<file path="src/core/ccks_params.svh">
// constants of the capacity and key status register group
// assumes byte addresses are four times the register index
`ifndef CCKS_PARAMS_SVH
`define CCKS_PARAMS_SVH

// register indices
`define CCKS_IDX_KEY_W0 12'h010
`define CCKS_IDX_KEY_W1 12'h011
`define CCKS_IDX_KEY_W2 12'h012
`define CCKS_IDX_KEY_W3 12'h013
`define CCKS_IDX_FUSED_CAPACITY_CLASS 12'h014
`define CCKS_IDX_LICENSE 12'hA98

// field positions
`define CCKS_FLD_COUNT_LSB 0
`define CCKS_FLD_CLASS_LSB 4
`define CCKS_FLD_MATCH_BIT 4
`define CCKS_FLD_COMP_BIT 5

// encodings and reset values
`define CCKS_CLASS_UPGRADABLE 4'h0
`define CCKS_COUNT_RESET 4'h0
`define CCKS_CLASS_RESET 4'h0
`define CCKS_KEY_RESET 56'h00_0000_0000_0000

// cycles spent fetching fuses after reset release
`define CCKS_FUSE_LOAD_CYCLES 4

`endif

</file>
<file path="src/core/ccks_pkg.sv">
// types of the capacity and key status register group
// assumes ccks_params.svh supplies the numbers
`default_nettype none

package ccks_pkg;

    // fused contents read at start-up
    typedef struct packed {
        logic [55:0] secret_key_bits;
        logic [3:0] capacity_class;
        logic [3:0] fused_channel_count;
    } ccks_fuse_t;

    // upgrade request from the writable upgrade registers
    typedef struct packed {
        logic key_check_pass;
        logic [3:0] requested_channel_count;
    } ccks_upgrade_t;

    typedef enum logic {
        CCKS_LOADING = 1'b0,
        CCKS_READY = 1'b1
    } ccks_state_t;

endpackage

`default_nettype wire

</file>
<file path="src/core/ccks_regs.sv">
// capacity and key status registers behind an APB slave
// assumes fuse data is stable from reset and the upgrade block reports its key check
//
// How it works
// - secret key read over four words, lowest sixteen bits first
// - fourth key word carries bits 55:48 in its low byte only
// - class field: zero means 128 upgradable, one to four fixed, rest reserved
// - fused count field encodes channels as value plus one times eight
// - status word reports key check and current count, upper bits zero
// - upgrade-in-use bit set while upgraded count is in force
// - key-valid bit set when the loaded upgrade key is accepted
// - current count field uses the same eight-channel steps
// - current count starts from the fused count, not a constant
`timescale 1ns/1ns
`default_nettype none
`include "ccks_params.svh"

module ccks_regs #(
    parameter int FUSE_LOAD_CYCLES = `CCKS_FUSE_LOAD_CYCLES
) (
    // clock and reset
    input wire logic pclk,
    input wire logic presetn,
    // apb slave
    input wire logic psel,
    input wire logic penable,
    input wire logic pwrite,
    input wire logic [13:0] paddr,
    input wire logic [31:0] pwdata,
    input wire logic [3:0] pstrb,
    output logic [31:0] prdata,
    output logic pready,
    output logic pslverr,
    // fuse array
    input wire ccks_pkg::ccks_fuse_t fuse_in,
    // upgrade request and key check result
    input wire ccks_pkg::ccks_upgrade_t upgrade_in,
    // capacity in force for the channel logic
    output logic [3:0] current_channel_count,
    output logic upgrade_in_use
);
    import ccks_pkg::*;

    // ************************************************************
    // start-up fuse load
    // ************************************************************
    ccks_state_t state_q;
    logic [3:0] load_cnt_q;
    ccks_fuse_t fuse_q;
    logic loaded;

    assign loaded = (state_q == CCKS_READY);

    always_ff @(posedge pclk or negedge presetn) begin
        if (!presetn) begin
            load_cnt_q <= 4'h0;
        end else if (!loaded) begin
            load_cnt_q <= load_cnt_q + 4'h1;
        end
    end

    always_ff @(posedge pclk or negedge presetn) begin
        if (!presetn) begin
            state_q <= CCKS_LOADING;
        end else begin
            unique case (state_q)
                CCKS_LOADING: begin
                    if (load_cnt_q == 4'(FUSE_LOAD_CYCLES - 1)) begin
                        state_q <= CCKS_READY;
                    end
                end
                CCKS_READY: begin
                    state_q <= CCKS_READY;
                end
            endcase
        end
    end

    always_ff @(posedge pclk or negedge presetn) begin
        if (!presetn) begin
            fuse_q.secret_key_bits <= `CCKS_KEY_RESET;
            fuse_q.capacity_class <= `CCKS_CLASS_RESET;
            fuse_q.fused_channel_count <= `CCKS_COUNT_RESET;
        end else if (!loaded) begin
            fuse_q <= fuse_in;
        end
    end

    // ************************************************************
    // capacity selection
    // ************************************************************
    logic match_q;
    logic comp_q;
    logic [3:0] cur_q;
    logic upgradable;
    logic grant;

    assign upgradable = (fuse_q.capacity_class == `CCKS_CLASS_UPGRADABLE);
    assign grant = upgrade_in.key_check_pass && upgradable;

    always_ff @(posedge pclk or negedge presetn) begin
        if (!presetn) begin
            match_q <= 1'b0;
        end else begin
            match_q <= loaded && upgrade_in.key_check_pass;
        end
    end

    always_ff @(posedge pclk or negedge presetn) begin
        if (!presetn) begin
            comp_q <= 1'b0;
        end else begin
            comp_q <= loaded && grant;
        end
    end

    always_ff @(posedge pclk or negedge presetn) begin
        if (!presetn) begin
            cur_q <= `CCKS_COUNT_RESET;
        end else if (!loaded) begin
            cur_q <= fuse_in.fused_channel_count;
        end else if (grant) begin
            cur_q <= upgrade_in.requested_channel_count;
        end else begin
            cur_q <= fuse_q.fused_channel_count;
        end
    end

    assign current_channel_count = cur_q;
    assign upgrade_in_use = comp_q;

    // ************************************************************
    // apb read mux
    // ************************************************************
    logic [11:0] idx;
    logic [31:0] rd_d;
    logic hit;
    logic [31:0] prdata_q;
    logic err_q;

    assign idx = paddr[13:2];

    always_comb begin
        rd_d = 32'h0000_0000;
        hit = 1'b1;
        unique case (idx)
            `CCKS_IDX_KEY_W0: rd_d[15:0] = fuse_q.secret_key_bits[15:0];
            `CCKS_IDX_KEY_W1: rd_d[15:0] = fuse_q.secret_key_bits[31:16];
            `CCKS_IDX_KEY_W2: rd_d[15:0] = fuse_q.secret_key_bits[47:32];
            `CCKS_IDX_KEY_W3: rd_d[7:0] = fuse_q.secret_key_bits[55:48];
            `CCKS_IDX_FUSED_CAPACITY_CLASS: begin
                rd_d[`CCKS_FLD_CLASS_LSB +: 4] = fuse_q.capacity_class;
                rd_d[`CCKS_FLD_COUNT_LSB +: 4] = fuse_q.fused_channel_count;
            end
            `CCKS_IDX_LICENSE: begin
                rd_d[`CCKS_FLD_COMP_BIT] = comp_q;
                rd_d[`CCKS_FLD_MATCH_BIT] = match_q;
                rd_d[`CCKS_FLD_COUNT_LSB +: 4] = cur_q;
            end
            default: hit = 1'b0;
        endcase
    end

    // data sampled in setup phase, answered in access phase
    // refreshed while answers are held back
    always_ff @(posedge pclk or negedge presetn) begin
        if (!presetn) begin
            prdata_q <= 32'h0000_0000;
        end else if (psel && (!penable || !loaded)) begin
            prdata_q <= pwrite ? 32'h0000_0000 : rd_d;
        end
    end

    // writes and unmapped addresses answer with an error
    always_ff @(posedge pclk or negedge presetn) begin
        if (!presetn) begin
            err_q <= 1'b0;
        end else if (psel && (!penable || !loaded)) begin
            err_q <= pwrite || !hit;
        end
    end

    assign pready = loaded;
    assign prdata = prdata_q;
    assign pslverr = psel && penable && loaded && err_q;

    // ************************************************************
    // checks
    // ************************************************************
    logic rd_done;
    logic [4:0] rst_age_q;
    assign rd_done = psel && penable && pready && !pwrite;

    // edges seen since reset release, saturating
    always_ff @(posedge pclk or negedge presetn) begin
        if (!presetn) begin
            rst_age_q <= 5'h00;
        end else if (rst_age_q != 5'h1F) begin
            rst_age_q <= rst_age_q + 5'h01;
        end
    end

    chk_key_word0: assert property (@(posedge pclk) disable iff (!presetn)
        rd_done && $stable(paddr) && idx == `CCKS_IDX_KEY_W0
        |-> prdata[15:0] == fuse_q.secret_key_bits[15:0] && prdata[31:16] == 16'h0000)
        else $error("key word 0 read mismatch");

    chk_key_top_byte: assert property (@(posedge pclk) disable iff (!presetn)
        rd_done && idx == `CCKS_IDX_KEY_W3
        |-> prdata[31:8] == 24'h00_0000 && prdata[7:0] == fuse_q.secret_key_bits[55:48])
        else $error("key word 3 upper byte not zero");

    chk_class_gate: assert property (@(posedge pclk) disable iff (!presetn)
        comp_q |-> $past(fuse_q.capacity_class) == `CCKS_CLASS_UPGRADABLE)
        else $error("upgrade granted to fixed class");

    chk_capacity_class_pack: assert property (@(posedge pclk) disable iff (!presetn)
        rd_done && idx == `CCKS_IDX_FUSED_CAPACITY_CLASS
        |-> prdata == {24'h00_0000, fuse_q.capacity_class, fuse_q.fused_channel_count})
        else $error("fused capacity_class layout wrong");

    chk_status_upper: assert property (@(posedge pclk) disable iff (!presetn)
        rd_done && idx == `CCKS_IDX_LICENSE |-> prdata[31:6] == 26'h000_0000)
        else $error("status upper bits not zero");

    chk_inuse_set: assert property (@(posedge pclk) disable iff (!presetn)
        loaded && grant |=> comp_q && cur_q == $past(upgrade_in.requested_channel_count))
        else $error("upgrade not taken into use");

    chk_match_flag: assert property (@(posedge pclk) disable iff (!presetn)
        loaded |=> match_q == $past(upgrade_in.key_check_pass))
        else $error("key valid flag wrong");

    chk_count_start: assert property (@(posedge pclk) disable iff (!presetn)
        $rose(loaded) |-> cur_q == fuse_q.fused_channel_count ##1 1'b1)
        else $error("current count not fused count after load");

    chk_count_fallback: assert property (@(posedge pclk) disable iff (!presetn)
        loaded && !grant |=> !comp_q && cur_q == fuse_q.fused_channel_count)
        else $error("current count not fused count without grant");

    chk_load_hold: assert property (@(posedge pclk) disable iff (!presetn)
        rst_age_q < 5'(FUSE_LOAD_CYCLES) |-> !pready)
        else $error("answer before fuses loaded");

    chk_load_release: assert property (@(posedge pclk) disable iff (!presetn)
        rst_age_q >= 5'(FUSE_LOAD_CYCLES) |-> pready)
        else $error("answers still held after fuse load");

    chk_ready_held: assert property (@(posedge pclk) disable iff (!presetn)
        pready |=> pready)
        else $error("ready dropped after fuse load");

    chk_key_word1: assert property (@(posedge pclk) disable iff (!presetn)
        rd_done && idx == `CCKS_IDX_KEY_W1
        |-> prdata == {16'h0000, fuse_q.secret_key_bits[31:16]})
        else $error("key word 1 read mismatch");

    chk_key_word2: assert property (@(posedge pclk) disable iff (!presetn)
        rd_done && idx == `CCKS_IDX_KEY_W2
        |-> prdata == {16'h0000, fuse_q.secret_key_bits[47:32]})
        else $error("key word 2 read mismatch");

    chk_status_count: assert property (@(posedge pclk) disable iff (!presetn)
        rd_done && idx == `CCKS_IDX_LICENSE
        |-> prdata[3:0] == $past(current_channel_count))
        else $error("status count not the count in force");

    chk_write_refused: assert property (@(posedge pclk) disable iff (!presetn)
        psel && penable && pready && pwrite |-> pslverr)
        else $error("write to read-only register not refused");

    chk_fixed_count: assert property (@(posedge pclk) disable iff (!presetn)
        loaded && !upgradable |=> cur_q == fuse_q.fused_channel_count)
        else $error("fixed class count left the fused count");

    chk_fixed_inuse: assert property (@(posedge pclk) disable iff (!presetn)
        loaded && !upgradable |=> !comp_q)
        else $error("fixed class shows upgrade in use");

    cov_status_read: cover property (@(posedge pclk) disable iff (!presetn)
        rd_done && idx == `CCKS_IDX_LICENSE);
    cov_upgrade_on: cover property (@(posedge pclk) disable iff (!presetn)
        $rose(comp_q));
    cov_error_answer: cover property (@(posedge pclk) disable iff (!presetn)
        pslverr);
    cov_fixed_refused: cover property (@(posedge pclk) disable iff (!presetn)
        loaded && upgrade_in.key_check_pass && !upgradable);
    cov_load_wait: cover property (@(posedge pclk) disable iff (!presetn)
        psel && penable && !pready);

endmodule

`default_nettype wire

</file>
<file path="config.mk">
export PLATFORM = sky130hd
export DESIGN_NAME = ccks_regs
export DESIGN_NICKNAME = d
export VERILOG_FILES = /design/src/core/ccks_pkg.sv /design/src/core/ccks_regs.sv
export VERILOG_INCLUDE_DIRS = /design/src /design/src/core
export SDC_FILE = /design/constraint.sdc
export NUM_CORES = 1
export LEC_CHECK = 0
export BUFFER_PORTS_ARGS = -buffer_cell sky130_fd_sc_hd__buf_2
export CELL_PAD_IN_SITES_DETAIL_PLACEMENT = 2
export CELL_PAD_IN_SITES_GLOBAL_PLACEMENT = 2
export CORE_MARGIN = 8
export CORE_UTILIZATION = 32
export CTS_BUF_LIST = sky130_fd_sc_hd__clkbuf_8
export DETAILED_ROUTE_END_ITERATION = 16
export HOLD_SLACK_MARGIN = 0.03
export PLACE_DENSITY_LB_ADDON = 0.1
export SLEW_MARGIN = 20
export SYNTH_ARGS = -nofsm -noshare
export SYNTH_HDL_FRONTEND = slang
export SYNTH_SLANG_ARGS = --single-unit
</file>
<file path="constraint.sdc">
create_clock -name pclk -period 2 [get_ports pclk]
set_clock_uncertainty 0.2 [all_clocks]
set_input_delay 0.1 -clock pclk [delete_from_list [all_inputs] [get_ports pclk]]
set_output_delay 0.1 -clock pclk [all_outputs]
set_load 0.02 [all_outputs]
</file>
==> results.md <==
- Status: finished, final reports clean
- Total die area: 17,300 um2
- Routed vias: 3,299
- Final Slew Violations: 0
- Slew headroom: 0.644
- Post-synth top area cell: dfrtp_1
- Post-Route WL: between 10,000 and 15,000 um
- Worst path arrival time: 1.99 ns
- Initial antenna violation count: 0
- Drt first pass iters: 4
- Latest clock arrival within the worst-skew pair: 0.36 ns
- Yosys cell types: 43
- Kind of critical path: in -> reg
- Initial Utilization: 0.325
- Most used cell, CP: dlygate4sd3_1
- CTS Buffer Depth: 2
- Routed WL per cell: 18.6 um
- Ports: 163
- Number of global-route vias before repair: 3,917
- Layout Area Growth over Synthesis: 39.3%
- Count leader, synth: dfrtp_1
- Worst hold slack: about 0.049 ns
- Tot Pwr: ~3600 uW
- CTS Buf Count: 9
- Buffers on Ports: 108
- CP max stage delay: 0.60 ns
- Largest delay contributor family on the critical path: buffers and inverters
- Top_reg_cell synth: dfrtp_1
- Clock Root Buffer: clkbuf_8
- Fmax: between 0.5 and 0.6 GHz
- Worst-path cell chain: buf_2 > dlygate4sd3_1 > nor4_2 > dlygate4sd3_1 > a32oi_1 > o31ai_1
- Gpl congestion: 0.747
- Critical path endpoint category: register
- Main area contributors after synthesis: dfrtp_1 (54%), mux2_2 (19%), mux2i_1 (4.2%)
- Post-synthesis cell count: 338
- Non-filler instance count after layout: 704
- Synth Cell Area: between 4000 and 5000 um2
- Async SR Flop Fraction: 1.00
- Most common library cells after synthesis: dfrtp_1 (92), mux2_2 (73), mux2i_1 (18), nand2_1 (17), nor2_1 (17)
- Final min period: 1.92 ns
- Vias per cell: 4.69
- Placed Cells: 616
- N_diodes: 0
- Power Density: 602 nW/um2
- H-tree Lvls: 3
- Sequential area share after synthesis: 0.540
- DP HPWL: slightly above 9000 um
- Slew of the pin with the lowest slew margin: 0.534 ns
- Gr usage total: 0.157
- Row count: 42
- Die Ht: roughly 130 um
- Max Fanout on Critical Path: 4
- RSZ-0062 raised after global routing: false
- Leakage: 0.00272 uW
- Share of post-route cells with drive strength above 1: 0.413
- Buf/Inv on CP: 3
- Worst path slowest cell: dlygate4sd3_1
- CP Launch Type: input port
- Global-route wire length before repair: between 20,000 and 25,000 um
- Clock sinks: 92
- Clock transition at path regs: 0.09 ns
- Synthesis-stage register bit count: a little over 90
- Core area: 13,100 um2
- Final hold vios: 0
- DRC violations left: 0
- Peak VDD IR: 324 uV
- HP Class: in -> async
- Nets@finish: 650
- Pin count of the biggest net entering global routing: 62
- # setup viols final: 0
- Total negative slack: 0 ns
- Post-DRT Antenna Nets: 0
- Setup ws final: 0.0804 ns
- Syn_area_per_cell: 12.6 um2
- Critical Path RT: 2.07 ns
- DRT iter0 DRCs: 91
- Post-synth EDFFs: 0
- Top-area cell type share of the netlist area: 0.540
- YS warnings: 0
- Die Wd: approximately 130 um
- TritonCTS clock tree: done
- Max_cap viols: 0
- Period Utilization, post-route: 0.960
- DP Worst Slack: 0.119 ns
- Total gr overflow: 0
## through the flow
step,instance area (um2),utilization
final,5940,0.452
after global routing,5940,0.452
after CTS,5940,0.452
after detailed placement,5040,0.383
after global placement,5040,0.383
after floorplan,4320,-
## report_power, final
group / internal, uW / switching [uW] / total, uW
registers: 1930 / 39.2 / 1970
logic: 275 / 233 / 508
clock network: 462 / 635 / 1100
total: 2670 / 907 / 3570
## layout by cell type (no fill, tap or decap), drive strengths merged, types with 2 or more instances in the layout
master,n
o31ai,2
and2,2
conb,16
mux2i,18
a21oi,14
a32oi,5
a22o,4
nor3,4
nand2,17
dfrtp,92
nor4,3
nor2,17
a211oi,3
a22oi,10
inv,3
or3,3
clkbuf,10
mux2,73
dlygate4sd3,74
buf,122
nand3,2
o21ai,11
a21boi,3
xnor2,3
## sequential cells by signal (all words and copies together) (netlist names)
| name | cells |
|---|---|
| match_q | 1 |
| prdata | 16 |
| pready | 1 |
| load_cnt_q | 4 |
| upgrade_in_use | 1 |
| fuse_q | 64 |
| err_q | 1 |
| current_channel_count | 4 |
## logic make-up after synthesis
kind of cell,after synthesis,share of synthesized area
other,1,0.000879
AO/OA/AOI/OAI,55,0.0880
XOR/XNOR,3,0.00616
adder cells (fa/ha/maj),1,0.00293
buffers and inverters,36,0.0466
multiplexers,92,0.240
AND/OR/NAND/NOR,58,0.0757
flip-flops,92,0.540
## area by class of cell
class	instances	area, um2
fill	1361	7200
sequential	92	2310
multi-input combinational	225	1830
timing repair buffer	196	1430
tap	176	220
clock buffer	10	138
clock inverter	4	20.0
inverter	1	3.75
## path summary, 6_finish.rpt
| path | start | end | slack (ns) | cells after the start |
|---|---|---|---|---|
| max | paddr[5] | prdata[7] | 0.08 | 6 |
| min | presetn | fuse_q[37] | 0.05 | 2 |
| max reg2reg | fuse_q[5] | current_channel_count[0] | 0.15 | 5 |
| min reg2reg | prdata[9] | prdata[9] | 0.30 | 2 |
| max in group asynchronous | presetn | current_channel_count[3] | 0.89 | 3 |
| min in group pclk | paddr[7] | prdata[7] | 0.06 | 4 |
## routing by layer
layer	vias up	part of all wire	wire length, um	track usage
met2	70	0.49	6430	0.260
met1	1664	0.46	5990	0.202
met3	10	0.037	486	0.0324
met4	0	0.012	162	0.0498
li1	1555	-	-	-
met5	-	0	0	0
## worst register-to-register path, stage by stage (launching register included)
cell,delay [ns]
dfrtp_1,0.42
nor4_1,0.29
buf_4,0.17
and2_1,0.30
mux2i_1,0.25
a21oi_1,0.10
## timing repair
item / 4_1_cts / 5_1_grt
buffers inserted: 0 / 0
hold buffers: 74 / 0
resized for setup: 0 / 1
hold endpoints to repair: 170 / 0
endpoints found under the setup margin: 0 / 1
Power figures use the tool's default switching activity.
